<file path="src/rtl/csp_pkg.sv">
// package: register map, fields, reset values and timing for clock source and power gating
package csp_pkg;

	// ****************************************
	// register byte offsets
	// ****************************************
	localparam logic [7:0] OFS_FAST_TRIM   = 8'h00;
	localparam logic [7:0] OFS_SLOW_TRIM   = 8'h04;
	localparam logic [7:0] OFS_TEMP_TRIM_A = 8'h08;
	localparam logic [7:0] OFS_TEMP_TRIM_B = 8'h0C;
	localparam logic [7:0] OFS_PRESCALE    = 8'h10;
	localparam logic [7:0] OFS_POWER_RED   = 8'h14;
	localparam logic [7:0] OFS_STATUS      = 8'h18;
	localparam logic [7:0] OFS_CONFIG      = 8'h1C;

	// ****************************************
	// power reduction bit positions
	// ****************************************
	localparam int PR_CONVERTER = 0;
	localparam int PR_XCVR      = 1;
	localparam int PR_SERIAL    = 2;
	localparam int PR_TIMER_B   = 3;
	localparam int PR_TIMER_A   = 4;
	localparam int PR_WIDTH     = 5;

	// ****************************************
	// reset values and encodings
	// ****************************************
	localparam logic [7:0] TEMP_TRIM_RESET  = 8'h00;
	localparam logic [3:0] PRESCALE_DIV8    = 4'h3;
	localparam logic [3:0] PRESCALE_DIV1    = 4'h0;
	localparam logic [3:0] PRESCALE_MAX     = 4'h8;
	localparam logic [1:0] SRC_FAST_RC      = 2'h2;
	localparam logic [1:0] SRC_SLOW_RC      = 2'h3;
	localparam logic [4:0] PR_RESET         = 5'h00;

	// ****************************************
	// start-up delays
	// ****************************************
	localparam int CLK_MHZ       = 40;
	localparam int STARTUP_US_S  = 16;
	localparam int STARTUP_US_L  = 64;
	localparam int STARTUP_CYC_S = STARTUP_US_S * CLK_MHZ;
	localparam int STARTUP_CYC_L = STARTUP_US_L * CLK_MHZ;
	localparam int CNT_W         = 12;

	// ****************************************
	// ahb constants
	// ****************************************
	localparam logic [1:0] HTRANS_NONSEQ = 2'h2;
	localparam logic [1:0] HTRANS_SEQ    = 2'h3;

	// non-volatile configuration straps
	typedef struct packed {
		logic [1:0] clock_source_select;
		logic       startup_time_select;
		logic       default_divide_by_eight;
	} csp_nvcfg_t;

	// gated module clock enables
	typedef struct packed {
		logic timer_a;
		logic timer_b;
		logic serial_periph;
		logic serial_xcvr;
		logic converter;
		logic comparator;
	} csp_gate_t;

	typedef enum logic [1:0] {ST_RESET, ST_STARTUP, ST_RUN} csp_state_t;

endpackage : csp_pkg

</file>
<file path="src/rtl/csp_clock_ctrl.sv">
// file: clock source, trim registers, start-up delay and module power gating
`timescale 1ns/10ps

// Contract
// - factory fast trim copied into fast trim register during reset
// - firmware may rewrite fast trim any time; drives oscillator trim
// - factory slow trim copied into slow trim register during reset
// - two temperature trim registers for the fast oscillator
// - fast oscillator keeps clocking watchdog and reset time-out
// - start-up delay picked by non-volatile start-up select bit
// - unprogrammed default: fast oscillator, longest start-up, divide by eight
// - timer power-off bit halts first timer, clearing resumes it
// - bit 3 halts second timer, clearing resumes with state kept
// - bit 2 stops serial peripheral clock; software reinitialises after
// - bit 1 halts serial transceiver, clearing resumes with state kept
// - bit 0 shuts converter; comparator unavailable; software disables first
// - prescaler ratio changes never upset operation; a lowered ratio can give one short tick interval here
module csp_clock_ctrl import csp_pkg::*; #(
	parameter int                STARTUP_SHORT = STARTUP_CYC_S,
	parameter int                STARTUP_LONG  = STARTUP_CYC_L,
	parameter logic [CNT_W-1:0]  WDOG_DIV      = 12'hFFF
) (
	// clock and reset
	input  wire logic             clk,
	input  wire logic             reset_n,
	// factory trim and non-volatile configuration
	input  wire logic [7:0]       factory_fast_trim,
	input  wire logic [7:0]       factory_slow_trim,
	input  wire csp_nvcfg_t       nvcfg,
	// ahb-lite slave
	input  wire logic             hsel,
	input  wire logic [7:0]       haddr,
	input  wire logic [1:0]       htrans,
	input  wire logic             hwrite,
	input  wire logic [2:0]       hsize,
	input  wire logic [31:0]      hwdata,
	input  wire logic             hready,
	output logic [31:0]           hrdata,
	output logic                  hreadyout,
	output logic                  hresp,
	// oscillator controls
	output logic [7:0]            fast_osc_trim,
	output logic [7:0]            slow_osc_trim,
	output logic [7:0]            fast_osc_temp_trim_a,
	output logic [7:0]            fast_osc_temp_trim_b,
	output logic                  fast_osc_en,
	output logic                  slow_osc_en,
	// clock enables
	output logic                  sys_clk_en,
	output logic                  wdog_clk_en,
	output logic                  core_reset_n,
	output csp_gate_t             gate_en
);

	// ****************************************
	// reset synchroniser
	// ****************************************
	logic rst_meta;
	logic rst_n;

	// asserts at once, releases after two edges so no flop sees a runt reset
	always_ff @(posedge clk or negedge reset_n) begin
		if (!reset_n) begin
			rst_meta <= 1'b0;
			rst_n    <= 1'b0;
		end else begin
			rst_meta <= 1'b1;
			rst_n    <= rst_meta;
		end
	end

	// ****************************************
	// bus slave
	// ****************************************
	logic        wr_pend;
	logic        next_wr_pend;
	logic [7:0]  wr_addr;
	logic [7:0]  next_wr_addr;
	logic        rd_go;
	logic        accept;
	logic [31:0] next_hrdata;

	// zero wait states: decode now, write data taken in the data phase
	assign accept = hsel && hready && (htrans == HTRANS_NONSEQ || htrans == HTRANS_SEQ);
	assign rd_go  = accept && !hwrite;

	always_comb begin
		next_wr_pend = accept && hwrite;
		next_wr_addr = accept ? haddr : wr_addr;
	end

	// ****************************************
	// state and registers
	// ****************************************
	csp_state_t       state;
	csp_state_t       next_state;
	logic [CNT_W-1:0] su_cnt;
	logic [CNT_W-1:0] next_su_cnt;
	logic [CNT_W-1:0] su_len;
	logic             trim_loaded;
	logic             next_trim_loaded;
	logic [7:0]       next_fast_trim;
	logic [7:0]       next_slow_trim;
	logic [7:0]       next_temp_a;
	logic [7:0]       next_temp_b;
	logic [3:0]       prescale;
	logic [3:0]       next_prescale;
	logic [4:0]       pwr_off;
	logic [4:0]       next_pwr_off;
	logic [1:0]       src_sel;
	logic [1:0]       next_src_sel;
	logic [CNT_W-1:0] wd_cnt;
	logic [CNT_W-1:0] next_wd_cnt;
	logic             next_wd_en;
	logic             running;
	logic             ps_tick;
	csp_gate_t        next_gate;

	assign su_len  = nvcfg.startup_time_select ? CNT_W'(STARTUP_LONG) : CNT_W'(STARTUP_SHORT);
	assign running = (state == ST_RUN);

	// ****************************************
	// boot sequence and register writes
	// ****************************************
	// writes land only in run, so start-up traffic cannot undo the factory trims
	always_comb begin
		next_state       = state;
		next_su_cnt      = su_cnt;
		next_trim_loaded = trim_loaded;
		next_fast_trim   = fast_osc_trim;
		next_slow_trim   = slow_osc_trim;
		next_temp_a      = fast_osc_temp_trim_a;
		next_temp_b      = fast_osc_temp_trim_b;
		next_prescale    = prescale;
		next_pwr_off     = pwr_off;
		next_src_sel     = src_sel;
		case (state)
			ST_RESET: begin
				next_fast_trim   = factory_fast_trim;
				next_slow_trim   = factory_slow_trim;
				next_trim_loaded = 1'b1;
				next_src_sel     = nvcfg.clock_source_select;
				next_prescale    = nvcfg.default_divide_by_eight ? PRESCALE_DIV8 : PRESCALE_DIV1;
				next_su_cnt      = '0;
				next_state       = ST_STARTUP;
			end
			ST_STARTUP: begin
				// ends one short: the state change itself costs a cycle
				// start-up wait
				if (su_cnt >= su_len - 1'b1) begin
					next_state = ST_RUN;
				end else begin
					next_su_cnt = su_cnt + 1'b1;
				end
			end
			ST_RUN: begin
				if (wr_pend) begin
					case (wr_addr)
						OFS_FAST_TRIM: next_fast_trim = hwdata[7:0];
						OFS_SLOW_TRIM: next_slow_trim = hwdata[7:0];
						OFS_TEMP_TRIM_A: next_temp_a = hwdata[7:0];
						OFS_TEMP_TRIM_B: next_temp_b = hwdata[7:0];
						OFS_PRESCALE: begin
							if (hwdata[3:0] <= PRESCALE_MAX) begin
								next_prescale = hwdata[3:0];
							end
						end
						OFS_POWER_RED: next_pwr_off = hwdata[PR_WIDTH-1:0];
						default: begin
						end
					endcase
				end
			end
			default: next_state = ST_RESET;
		endcase
	end

	// ****************************************
	// read mux
	// ****************************************
	// registered, so read data stands in the data phase only; upper bits read zero
	always_comb begin
		next_hrdata = '0;
		if (rd_go) begin
			case (haddr)
				OFS_FAST_TRIM:   next_hrdata[7:0] = fast_osc_trim;
				OFS_SLOW_TRIM:   next_hrdata[7:0] = slow_osc_trim;
				OFS_TEMP_TRIM_A: next_hrdata[7:0] = fast_osc_temp_trim_a;
				OFS_TEMP_TRIM_B: next_hrdata[7:0] = fast_osc_temp_trim_b;
				OFS_PRESCALE:    next_hrdata[3:0] = prescale;
				OFS_POWER_RED:   next_hrdata[PR_WIDTH-1:0] = pwr_off;
				OFS_STATUS:      next_hrdata[3:0] = {trim_loaded, running, src_sel};
				OFS_CONFIG:      next_hrdata[3:0] = nvcfg;
				default:         next_hrdata = '0;
			endcase
		end
	end

	// ****************************************
	// clock gating and watchdog tick
	// ****************************************
	always_comb begin
		// pulses are masked, not clocks stopped, so gated modules keep their state
		// first timer gate
		next_gate.timer_a       = ps_tick && !pwr_off[PR_TIMER_A];
		next_gate.timer_b       = ps_tick && !pwr_off[PR_TIMER_B];
		next_gate.serial_periph = ps_tick && !pwr_off[PR_SERIAL];
		next_gate.serial_xcvr   = ps_tick && !pwr_off[PR_XCVR];
		// comparator shares the converter bit
		// converter and comparator off
		next_gate.converter     = ps_tick && !pwr_off[PR_CONVERTER];
		next_gate.comparator    = ps_tick && !pwr_off[PR_CONVERTER];
		// watchdog from fast oscillator, independent of prescaler
		next_wd_cnt = (wd_cnt >= WDOG_DIV) ? '0 : wd_cnt + 1'b1;
		next_wd_en  = (wd_cnt >= WDOG_DIV);
	end

	// ****************************************
	// system clock prescaler
	// ****************************************
	// ratio follows the prescale register directly, so a step takes effect at once
	// reset time-out also counts on the undivided fast clock
	csp_prescaler #(
		.DIV_W (8)
	) u_prescaler (
		.clk   (clk),
		.rst_n (rst_n),
		.run   (running),
		.shift (prescale),
		.tick  (ps_tick)
	);

	// ****************************************
	// registers
	// ****************************************
	// no register needs a wait state or an error, so the response is constant
	always_ff @(posedge clk or negedge rst_n) begin
		if (!rst_n) begin
			// trims read zero until the load just after reset
			state                <= ST_RESET;
			su_cnt               <= '0;
			trim_loaded          <= 1'b0;
			fast_osc_trim        <= '0;
			slow_osc_trim        <= '0;
			fast_osc_temp_trim_a <= TEMP_TRIM_RESET;
			fast_osc_temp_trim_b <= TEMP_TRIM_RESET;
			prescale             <= PRESCALE_DIV8;
			pwr_off              <= PR_RESET;
			src_sel              <= SRC_FAST_RC;
			wr_pend              <= 1'b0;
			wr_addr              <= '0;
			hrdata               <= '0;
			hreadyout            <= 1'b1;
			hresp                <= 1'b0;
			wd_cnt               <= '0;
			wdog_clk_en          <= 1'b0;
			sys_clk_en           <= 1'b0;
			core_reset_n         <= 1'b0;
			fast_osc_en          <= 1'b1;
			slow_osc_en          <= 1'b0;
			gate_en              <= '0;
		end else begin
			// boot and run state
			state                <= next_state;
			su_cnt               <= next_su_cnt;
			trim_loaded          <= next_trim_loaded;
			fast_osc_trim        <= next_fast_trim;
			slow_osc_trim        <= next_slow_trim;
			fast_osc_temp_trim_a <= next_temp_a;
			fast_osc_temp_trim_b <= next_temp_b;
			prescale             <= next_prescale;
			pwr_off              <= next_pwr_off;
			src_sel              <= next_src_sel;
			// bus side
			wr_pend              <= next_wr_pend;
			wr_addr              <= next_wr_addr;
			hrdata               <= next_hrdata;
			hreadyout            <= 1'b1;
			hresp                <= 1'b0;
			// enables and gates
			wd_cnt               <= next_wd_cnt;
			wdog_clk_en          <= next_wd_en;
			sys_clk_en           <= ps_tick;
			core_reset_n         <= running;
			// fast oscillator stays on: watchdog and time-out need it
			fast_osc_en          <= 1'b1;
			slow_osc_en          <= (next_src_sel == SRC_SLOW_RC);
			gate_en              <= next_gate;
		end
	end

endmodule // csp_clock_ctrl

</file>
<file path="src/rtl/csp_prescaler.sv">
// file: system clock prescaler producing a glitch-free enable pulse
`timescale 1ns/10ps

module csp_prescaler import csp_pkg::*; #(
	parameter int DIV_W = 8
) (
	// clock and reset
	input  wire logic       clk,
	input  wire logic       rst_n,
	// control
	input  wire logic       run,
	input  wire logic [3:0] shift,
	// output
	output logic            tick
);

	logic [DIV_W-1:0] count;
	logic [DIV_W-1:0] next_count;
	logic [DIV_W-1:0] limit;
	logic             next_tick;

	assign limit = DIV_W'((1 << shift) - 1);

	// ****************************************
	// divider
	// ****************************************
	// ratio change takes effect at once
	// counter restarts once it reaches or passes the limit, so a lowered ratio can give one short interval
	always_comb begin
		next_count = count;
		next_tick  = 1'b0;
		if (run) begin
			if (count >= limit) begin
				next_count = '0;
				next_tick  = 1'b1;
			end else begin
				next_count = count + 1'b1;
			end
		end
	end

	always_ff @(posedge clk or negedge rst_n) begin
		if (!rst_n) begin
			count <= '0;
			tick  <= 1'b0;
		end else begin
			count <= next_count;
			tick  <= next_tick;
		end
	end

endmodule // csp_prescaler

</file>
<file path="config.mk">
export PLATFORM = sky130hd
export DESIGN_NAME = csp_clock_ctrl
export DESIGN_NICKNAME = d
export VERILOG_FILES = /design/src/rtl/csp_pkg.sv /design/src/rtl/csp_clock_ctrl.sv /design/src/rtl/csp_prescaler.sv
export SDC_FILE = /design/constraint.sdc
export NUM_CORES = 1
export LEC_CHECK = 0
export BUFFER_PORTS_ARGS = -buffer_cell sky130_fd_sc_hd__buf_2
export CAP_MARGIN = 20
export CORE_MARGIN = 1.5
export CORE_UTILIZATION = 30
export CTS_CLUSTER_SIZE = 25
export DETAILED_ROUTE_END_ITERATION = 12
export HOLD_SLACK_MARGIN = 0.03
export PLACE_DENSITY = 0.47
export SYNTH_ARGS = -nofsm -noshare
export SYNTH_HDL_FRONTEND = slang
export SYNTH_SLANG_ARGS = --single-unit
</file>
<file path="constraint.sdc">
create_clock -name clk -period 3.78 [get_ports clk]
set_clock_uncertainty 0.05 [all_clocks]
set_input_delay 0.567 -clock clk [delete_from_list [all_inputs] [get_ports clk]]
set_output_delay 0.567 -clock clk [all_outputs]
set_load 0.005 [all_outputs]
</file>
==> key figures, run 1 <==
Logic synthesis
  • Syn Area/Cell: 10.1 µm²
  • Top FF cell, synth: dfrtp_1
  • Distinct cell type count after synthesis: 67
  • Seq cells post-synth: approximately 110
  • Post-synthesis sequential area ratio: 46.3%
  • Post-Syn Instances: 573
  • Post-synth EDFFs: 0
  • Mapped cell area: 5790 µm²
  • Synth Warn #: 0
  • FFs w/ async S/R, synth: 100%

Hold path
  • Hold crit path type: flip-flop to flip-flop
  • Hold Crit Endpoint: rst_n
  • Hold_sp: rst_meta
  • Hold path cells: 0

Critical path
  • Cell mode on critical path: ha_1
  • Req. time, crit path: 3.93 ns
  • Worst R2R End: u_prescaler.count[0]
  • Reg2reg setup slack: about 0.62 ns
  • Worst-path maximum fanout: 9
  • Worst path cell trace: or4_1 -> ha_1 -> nor3_1 -> a21o_1 -> a32oi_1 -> ha_1 -> nand4_1 -> o21ai_1 -> o21ai_0
  • Worst setup SP type: flip-flop
  • R2r startpoint: prescale[3]
  • Crit end category: flip-flop
  • CP max-delay cell: or4_1
  • R2r worst-path depth: 9
  • Critical Path AT: approximately 3.3 ns
  • Crit Path Class: flip-flop to flip-flop
  • Crit path largest cell delay: 0.59 ns

Layout
  • Final Util: a little over a third
  • Ant diodes: 0
  • Final Instance Count excl. Fillers: 916
  • Layout cells sized above 1: 24.4%
  • Filler cells: 1912
  • Nets: roughly 740
  • Area Growth Syn to Fin: 15.9%

Route
  • DR vias/cell: 5.00
  • Final WL: about 16 mm
  • WL/cell: 17.1 µm
  • Initial DRT Pass Iterations: 4
  • Number of remaining DRC errors: 0
  • Via count: approximately 4600
  • Initial DRC count: 232
  • Post-route ant nets: 0

Placement
  • RD Place Congestion: 0.805
  • Port-buffer cells: 91
  • Post-placement cell count: between 800 and 900
  • DP Wirelength: about 11 mm

Power and ir drop
  • Clock Power Share: 38.2%
  • Sw Share: 26.9%
  • VDD IR-drop max: 0.000222 V
  • Combinational power share: 11.3%
  • NetSw: 0.000694 W
  • Sequential share of power: 50.5%
  • Internal: 0.00188 W
  • Pleak: 2.91 nW
  • Power per cell area: 384 nW/µm²

Die
  • I/O pin cnt: 147
  • Die X: 142 µm
  • Initial Util: 30.7%
  • Core area: 18800 µm²
  • Rows: 50
  • Die Ht: 142 µm
  • Die area: ~20000 µm²

Timing
  • RSZ-0062 raised after global routing: no
  • Worst-margin pin slew: 1.04 ns
  • Max Fclk: roughly 320 MHz
  • Max Slew Vio Count: 0
  • Fin crit share: between 80 and 90%
  • Final hold vios: 0
  • Max_slew headroom: approximately 31%
  • Tmin final: 3.16 ns
  • Setup TNS: 0 ns
  • Final setup fails: 0

Clocking
  • Clock latency on the worst-skew pair: 0.35 ns
  • Clock buffer depth: 2
  • Reg clk slew, reported paths: 0.08 ns
  • Setup Fix Bufs, Post-CTS: 0
  • CTS Root Cell: clkbuf_16
  • CTS tree: done
  • PostCTS Resize Cnt: 0
  • CTS sink count: 107
  • H-tree levels: 3
  • Number of buffers created by CTS: 9

Job
  • Max_cap viols: 0

Global routing
  • Largest net degree at the start of global routing: 71
  • Global-route wire length before repair: 24.6 mm
  • Vias in the first global route: around 4400
  • Initial antenna violation count: 0
  • Total global-route track usage: 15.8%
  • Total grt overflow: 0

Run status
  • Status: finished, final reports clean
## flip-flops by register name, indices dropped and copies added, names as in the netlist, 2 cells and up
| register | count |
|---|---|
| fast_osc_temp_trim_a | 8 |
| fast_osc_temp_trim_b | 8 |
| fast_osc_trim | 8 |
| gate_en | 5 |
| hrdata | 8 |
| prescale | 4 |
| pwr_off | 5 |
| slow_osc_trim | 8 |
| src_sel | 2 |
| state | 2 |
| su_cnt | 12 |
| u_prescaler.count | 8 |
| wd_cnt | 12 |
| wr_addr | 8 |
## worst max-delay path, delay by kind of cell (launching register included)
family | cells | cell delay [ns]
simple gates | 3 | 0.94
compound gates | 4 | 0.96
flops | 1 | 0.47
fa+ha+maj | 2 | 0.57
## layout make-up
type	count	area (µm²)	area share [%]
inverter	21	78.8	1.18
timing repair buffer	98	510	7.61
clock buffer	9	225	3.36
sequential	107	2690	40.0
clock inverter	7	81.3	1.21
tap	260	325	4.85
multi-input combinational	414	2800	41.8
## power groups by stage
stage / clock network (W) / logic [W] / registers (W)
5_1_grt: 0.00106 / 0.000327 / 0.00132
3_3_place_gp: 0 / 0.000290 / 0.00132
3_5_place_dp: 0 / 0.000293 / 0.00133
2_1_floorplan: 0 / 0.000189 / 0.00131
4_1_cts: 0.00102 / 0.000295 / 0.00130
6_report: 0.000983 / 0.000290 / 0.00130
## how the worst max path moves through the flow
stage / start / to / slack, ns / depth (start not counted)
floorplan: rst_n / core_reset_n / 0.53 / 0
global placement: prescale[3] / u_prescaler.count[6] / 0.67 / 9
detailed placement: prescale[3] / u_prescaler.count[0] / 0.64 / 9
CTS: prescale[3] / u_prescaler.count[0] / 0.61 / 9
global route: prescale[3] / u_prescaler.count[6] / 0.35 / 9
finish: prescale[3] / u_prescaler.count[0] / 0.62 / 9
## what timing repair did
item                       4_1_cts  5_1_grt
hold buffers                     1        0
hold endpoints to repair         2        0
setup endpoints to repair        0        0
## cells by family (layout without fill, tap and decap cells)
| group | after synthesis | count (layout) | synth area share, % |
|---|---|---|---|
| simple gates | 203 | 203 | 19.2 |
| xor+xnor | 10 | 10 | 1.51 |
| flops | 107 | 107 | 46.3 |
| other cells | 2 | 28 | 0.130 |
| mux | 43 | 43 | 9.23 |
| fa+ha+maj | 16 | 16 | 3.46 |
| buf+inv | 78 | 135 | 6.98 |
| compound gates | 114 | 114 | 13.2 |
## metal layers
| metal | share of wire, % | vias up | global-route usage (%) |
|---|---|---|---|
| met4 | 2.6 | 0 | 6.19 |
| met2 | 46 | 157 | 26.3 |
| met5 | 0 | - | 0 |
| met1 | 46 | 2209 | 20.8 |
| met3 | 5.5 | 26 | 2.36 |
| li1 | - | 2187 | - |
## cell usage after synthesis (4+ instances only)
| library cell | count | area, µm² |
|---|---|---|
| dfrtp_1 | 104 | 2600 |
| a21oi_1 | 46 | 230 |
| nor2_1 | 42 | 158 |
| nand2_1 | 40 | 150 |
| buf_4 | 29 | 218 |
| clkbuf_1 | 24 | 90.1 |
| nor3_1 | 22 | 110 |
| mux2_2 | 21 | 236 |
| inv_1 | 20 | 75.1 |
| ha_1 | 16 | 200 |
| nand3_1 | 16 | 80.1 |
| o21ai_0 | 14 | 70.1 |
| and2_1 | 12 | 75.1 |
| nand4_1 | 12 | 75.1 |
| mux2i_1 | 11 | 110 |
| nor2b_1 | 11 | 68.8 |
| o211ai_1 | 10 | 75.1 |
| mux2_4 | 8 | 120 |
| nor4_1 | 7 | 43.8 |
| nor4b_1 | 7 | 61.3 |
| xnor2_1 | 7 | 61.3 |
| and3_1 | 5 | 31.3 |
| nand2b_1 | 5 | 31.3 |
| a221oi_1 | 4 | 35.0 |
| a31oi_1 | 4 | 25.0 |
| o2bb2ai_1 | 4 | 35.0 |
| o41ai_1 | 4 | 35.0 |
## metrics by stage
stage / area, µm² / setup slack (ns) / power (W) / hold slack [ns]
after detailed placement: 6390 / 0.643 / 0.00162 / 0.291
final: 6710 / 0.621 / 0.00257 / 0.307
after global placement: 6390 / 0.667 / 0.00161 / 0.287
after global routing: 6710 / 0.355 / 0.00270 / 0.311
after floorplan: 5890 / 0.534 / 0.00150 / 0.221
after CTS: 6710 / 0.607 / 0.00262 / 0.310
## layout by cell type (no fill, tap or decap), types with 14 or more instances in the layout
cell	n
nand3_1	16
o21ai_0	14
conb_1	28
buf_2	91
dfrtp_1	103
nor3_1	22
ha_1	16
inv_1	20
a21oi_1	46
nor2_1	42
mux2_2	21
nand2_1	40
Note: power is estimated with default switching activity, not from simulation.
==> inputs of run 2 (changes only) <==
==> constraint.sdc (replaced) <==
create_clock -name clk -period 3.29 [get_ports clk]
set_clock_uncertainty 0.05 [all_clocks]
set_input_delay 0.4935 -clock clk [delete_from_list [all_inputs] [get_ports clk]]
set_output_delay 0.4935 -clock clk [all_outputs]
set_load 0.005 [all_outputs]
==> run 2 against run 1 <==
Compared with the run above: sequential power grew 14%; register-to-register slack lost 0.17 ns; largest cell class unchanged; core utilization grew 0.25 points; critical endpoint is now u_prescaler.count[5].
==> key figures, run 2 (synthesis results as in run 1) <==
Critical path
  • Worst setup SP type: flip-flop
  • Reg2reg setup slack: 0.45 ns
  • Worst R2R End: u_prescaler.count[5]
  • Worst path cell trace: or4_1 -> ha_1 -> xnor2_1 -> ha_1 -> a21o_1 -> a221oi_1 -> o21ai_1 -> buf_4 -> o211ai_1
  • R2r startpoint: prescale[0]
  • Critical Path AT: 3.05 ns
  • Buffers and inverters on the worst path: 1
  • Crit end category: flip-flop
  • Worst-path maximum fanout: 9
  • R2r worst-path depth: 9
  • CP max-delay cell: or4_1
  • Cell family with most CP delay: compound AO/OA/AOI/OAI gates
  • Cell mode on critical path: ha_1
  • Crit Path Class: flip-flop to flip-flop
  • Req. time, crit path: about 3.5 ns
  • Crit path largest cell delay: 0.54 ns

Route
  • Via count: 4682
  • Number of remaining DRC errors: 0
  • DR vias/cell: 5.08
  • Initial DRC count: between 300 and 400
  • Initial DRT Pass Iterations: 4
  • Post-route ant nets: 0
  • WL/cell: roughly 17 µm
  • Final WL: between 15 and 20 mm

Timing
  • Max Slew Vio Count: 0
  • Max_slew headroom: 40.2%
  • Tmin final: between 2 and 3 ns
  • Fin crit share: a little under nine tenths
  • Final hold vios: 0
  • Final setup fails: 0
  • Setup TNS: 0 ns
  • Max Fclk: 352 MHz
  • Worst-margin pin slew: 0.896 ns
  • RSZ-0062 raised after global routing: no

Die
  • Die Ht: 142 µm
  • Die X: 142 µm
  • Die area: 20100 µm²
  • Initial Util: 30.7%
  • Rows: 50
  • I/O pin cnt: 147
  • Core area: 18800 µm²

Placement
  • Post-placement cell count: ~900
  • RD Place Congestion: 0.817
  • DP Wirelength: about 12 mm
  • Port-buffer cells: 91

Layout
  • Most common cell after layout, fill and taps aside: dfrtp_1
  • Final Instance Count excl. Fillers: between 900 and 1000
  • Largest regs: su_cnt (12), wd_cnt (12)
  • Nets: 742
  • Ant diodes: 0
  • Filler cells: 1903
  • Area Growth Syn to Fin: 16.7%
  • Layout cells sized above 1: 24.7%
  • Commonest cells after routing, fill and taps aside: 103 x dfrtp_1, 91 x buf_2, 46 x a21oi_1, 42 x nor2_1, 40 x nand2_1

Clocking
  • Reg clk slew, reported paths: 0.07 ns
  • CTS sink count: 107
  • H-tree levels: 3
  • Setup Fix Bufs, Post-CTS: 0
  • Clock buffer depth: 2
  • CTS Root Cell: clkbuf_16
  • Number of buffers created by CTS: 9
  • Clock latency on the worst-skew pair: about 0.36 ns
  • CTS tree: done

Global routing
  • Total global-route track usage: 16.0%
  • Global-route wire length before repair: 24.7 mm
  • Total grt overflow: 0
  • Vias in the first global route: 4483
  • Largest net degree at the start of global routing: 80
  • Initial antenna violation count: 0

Hold path
  • Hold crit path type: flip-flop to asynchronous set/reset pin

Power and ir drop
  • Pleak: 2.92 nW
  • Power per cell area: 437 nW/µm²
  • VDD IR-drop max: 0.000199 V

Job
  • Max_cap viols: 0

Run status
  • Status: finished, final reports clean
## run 2: cell count changes in the layout (fill, tap and decap cells not counted), sizes merged
| cell | change |
|---|---|
| buf | +5 |
| clkbuf | +2 |
| clkinv | -1 |
| clkinvlp | +2 |
| inv | -3 |
## run 2: final cells by class
type                       count  area (µm²)  share of cell area, %
timing repair buffer         103         568                   8.41
clock buffer                  11         233                   3.45
sequential                   107        2690                   39.8
tap                          260         325                   4.82
clock inverter                 5        62.6                  0.926
inverter                      21        78.8                   1.17
multi-input combinational    414        2800                   41.5
## run 2: repair_timing
action	4_1_cts	5_1_grt
hold endpoints to repair	2	0
gates resized for setup	0	0
hold buffers	1	0
## run 2: worst max-delay path by stage
| stage | start | to | cells past startpoint |
|---|---|---|---|
| 2_1_floorplan | rst_n | core_reset_n | 0 |
| 3_3_place_gp | prescale[3] | u_prescaler.tick | 9 |
| 3_5_place_dp | prescale[3] | u_prescaler.count[5] | 9 |
| 4_1_cts | prescale[3] | u_prescaler.count[5] | 9 |
| 5_1_grt | prescale[3] | u_prescaler.count[5] | 10 |
| 6_report | prescale[0] | u_prescaler.count[5] | 9 |
## run 2: routing by layer
metal	share of wire [%]	global-route usage, %	up-vias
li1	-	-	2200
met4	1.4	5.48	0
met2	48	26.5	132
met1	46	21.1	2336
met5	0	0	-
met3	4.5	3.00	14
## run 2: worst reg2reg max path: cells and delay by family, from the launching register on
family                   cells  cell delay [ns]
buffers and inverters        1             0.18
AND/OR/NAND/NOR              1             0.55
adder cells (fa/ha/maj)      2             0.56
XOR/XNOR                     1             0.15
AO/OA/AOI/OAI                4             0.86
flip-flops                   1             0.42
## run 2: power breakdown
part / total (W) / switching, W / internal [W]
combinational: 0.000362 / 0.000192 / 0.000171
clock: 0.00110 / 0.000508 / 0.000596
sequential: 0.00148 / 0.0000886 / 0.00140
total: 0.00295 / 0.000788 / 0.00216
## run 2: stage by stage
step	util, %	area (µm²)	worst slack, ns	hold slack (ns)	power (W)
2_1_floorplan	-	5890	0.0438	0.148	0.00172
5_1_grt	35.9	6750	0.262	0.252	0.00309
6_report	35.9	6750	0.451	0.206	0.00295
3_3_place_gp	34.1	6420	0.489	0.229	0.00186
4_1_cts	35.7	6730	0.453	0.308	0.00299
3_5_place_dp	34.1	6420	0.490	0.230	0.00187
==> inputs of run 3 (changes only) <==
--- a/config.mk
+++ b/config.mk
@@ -5,6 +5,7 @@
 export SDC_FILE = /design/constraint.sdc
 export NUM_CORES = 1
 export LEC_CHECK = 0
+export ABC_AREA = 1
 export BUFFER_PORTS_ARGS = -buffer_cell sky130_fd_sc_hd__buf_2
 export CAP_MARGIN = 20
 export CORE_MARGIN = 1.5
==> run 3 against run 2 <==
Compared with the run above: maximum frequency up 10%; routed wire length down 0.53%; die area up 2.3%; register-to-register slack better by 0.26 ns; global-route usage up 0.15 points; sequential power down 6%; critical endpoint is now u_prescaler.count[4]; largest cell class unchanged; highest routed layer unchanged.
==> key figures, run 3 <==
Placement
  • RD Place Congestion: 0.811
  • Port-buffer cells: 91
  • DP Wirelength: ~12 mm
  • Post-place setup slack: 0.709 ns
  • Post-placement cell count: ~1100

Layout
  • Most common cell after layout, fill and taps aside: nand2_1
  • Final Instance Count excl. Fillers: 1141
  • Nets: 956
  • Commonest cells after routing, fill and taps aside: 254 x nand2_1, 103 x dfrtp_1, 91 x buf_2, 90 x nand3_1, 81 x inv_1
  • Area Growth Syn to Fin: 16.2%
  • Largest regs: su_cnt (12), wd_cnt (12)
  • Layout cells sized above 1: 15.8%
  • Final Util: 35.5%

Die
  • Core area: between 15000 and 20000 µm²
  • Die Ht: between 100 and 150 µm
  • Rows: 51
  • I/O pin cnt: 147
  • Die X: 144 µm
  • Die area: 20600 µm²
  • Initial Util: 30.5%

Route
  • Initial DRT Pass Iterations: 4
  • Via count: about 5000
  • DR vias/cell: 4.41
  • Post-route ant nets: 0
  • Number of remaining DRC errors: 0
  • Initial DRC count: between 200 and 300
  • WL/cell: 13.9 µm
  • Final WL: 15.9 mm

Run status
  • Status: finished, final reports clean

Logic synthesis
  • Post-synth top cells: 254 x nand2_1, 104 x dfrtp_1, 90 x nand3_1
  • Post-synthesis sequential area ratio: 45.3%
  • Synth top area share: 43.9%
  • Post-Syn Instances: 782
  • Top FF cell, synth: dfrtp_1
  • Syn Area/Cell: 7.58 µm²
  • Synth area leaders: dfrtp_1 44%, nand2_1 16%, nand3_1 7.6%, inv_1 5.1%, nor2_1 4.8%
  • Count leader, synth: nand2_1
  • Synth Warn #: 0
  • FFs w/ async S/R, synth: 100%
  • Distinct cell type count after synthesis: 36
  • Post-synth EDFFs: 0
  • Mapped cell area: 5920 µm²
  • Area leader, netlist: dfrtp_1
  • Seq cells post-synth: 107

Clocking
  • Clock latency on the worst-skew pair: 0.35 ns
  • CTS tree: done
  • CTS sink count: 107
  • CTS Root Cell: clkbuf_16
  • Setup Fix Bufs, Post-CTS: 0
  • Hold buffers post-CTS: 1
  • Number of buffers created by CTS: 9
  • H-tree levels: 3
  • PostCTS Resize Cnt: 0
  • Reg clk slew, reported paths: 0.08 ns
  • Clock buffer depth: 2

Critical path
  • Crit path largest cell delay: 0.63 ns
  • Critical Path AT: 2.76 ns
  • Worst setup SP type: flip-flop
  • Req. time, crit path: ~3.5 ns
  • Worst path cell trace: nor2_1 -> nand2_1 -> ha_1 -> inv_1 -> a21oi_1 -> o31ai_1 -> xnor2_1 -> ha_1 -> nand2_1 -> o21a_1 -> a21oi_1 -> nor2_1
  • Worst-path maximum fanout: 9
  • Crit Path Class: flip-flop to flip-flop
  • Crit end category: flip-flop
  • CP max-delay cell: dfstp_2

Timing
  • Max_slew headroom: around half
  • Worst-margin pin slew: 0.742 ns
  • Setup TNS: 0 ns
  • Fin crit share: 78.3%
  • Max Slew Vio Count: 0
  • Tmin final: 2.58 ns
  • Worst setup margin: around 0.7 ns
  • Max Fclk: 388 MHz
  • RSZ-0062 raised after global routing: no
  • Final hold vios: 0
  • Final setup fails: 0

Global routing
  • Global-route wire length before repair: 25.4 mm
  • Vias in the first global route: 4688
  • Largest net degree at the start of global routing: 52
  • Total global-route track usage: 16.2%
  • Total grt overflow: 0
  • Initial antenna violation count: 1

Power and ir drop
  • VDD IR-drop max: roughly 0.00023 V
  • Power per cell area: ~400 nW/µm²
  • Pleak: 3.76 nW

Hold path
  • Hold crit path type: flip-flop to flip-flop

Job
  • Max_cap viols: 0
## run 3: cell types whose count changed in the layout (fill, tap and decap cells not counted), sizes merged, moves of 22 or more
cell	change
nor2	+35
mux2	-29
nand3	+77
nand2	+220
a21oi	-34
o21ai	+22
inv	+65
## run 3: layout make-up
cell class                 instances  area (µm²)
fill                            2137       12500
tap                              265         332
multi-input combinational        571        2710
sequential                       107        2690
timing repair buffer              98         523
antenna                            1        2.50
clock buffer                      10         239
clock inverter                     6        80.1
inverter                          83         314
## run 3: logic make-up (layout without fill, tap and decap cells)
group / after synthesis / count (layout) / synth area share [%]
XOR/XNOR: 15 / 15 / 2.22
buffers and inverters: 130 / 197 / 10.7
other: 2 / 29 / 0.127
AND/OR/NAND/NOR: 458 / 458 / 33.2
adder cells (fa/ha/maj): 16 / 16 / 3.38
AO/OA/AOI/OAI: 54 / 54 / 5.09
flip-flops: 107 / 107 / 45.3
## run 3: layer usage
metal / wire length [µm] / vias to the layer above / track usage (%)
met5: 0 / - / 0
met4: 175 / 0 / 4.51
met3: 832 / 14 / 3.73
met2: 7100 / 109 / 24.9
met1: 7790 / 2304 / 22.7
li1: - / 2604 / -
## run 3: per-stage QoR
stage	hold WS [ns]	power, W	area, µm²
finish	0.306	0.00275	6880
global route	0.330	0.00288	6880
CTS	0.311	0.00280	6880
detailed placement	0.231	0.00160	6550
global placement	0.231	0.00160	6550
floorplan	0.148	0.00153	6020
## run 3: worst max-delay path, delay by kind of cell, from the launching register on
family,cells,cell delay (ns)
AO/OA/AOI/OAI,4,0.84
flip-flops,1,0.63
adder cells (fa/ha/maj),2,0.42
AND/OR/NAND/NOR,4,0.32
XOR/XNOR,1,0.14
buffers and inverters,1,0.05
## run 3: report_power, final
group	switching (W)	leakage [nW]	internal (W)
sequential	0.0000391	1.26	0.00135
combinational	0.000121	2.34	0.0000680
clock	0.000548	0.155	0.000632
total	0.000708	3.76	0.00205
## run 3: path summary, 6_finish.rpt
path	start	end	slack (ns)	cells after the start
max in group asynchronous	rst_n	fast_osc_temp_trim_b[7]	1.94	2
worst max-delay path	prescale[1]	u_prescaler.count[4]	0.71	12
worst max register to register	prescale[1]	u_prescaler.count[4]	0.71	12
worst min register to register	rst_meta	rst_n	0.31	0
min in group asynchronous	rst_n	su_cnt[3]	0.34	0
worst min-delay path	rst_meta	rst_n	0.31	0
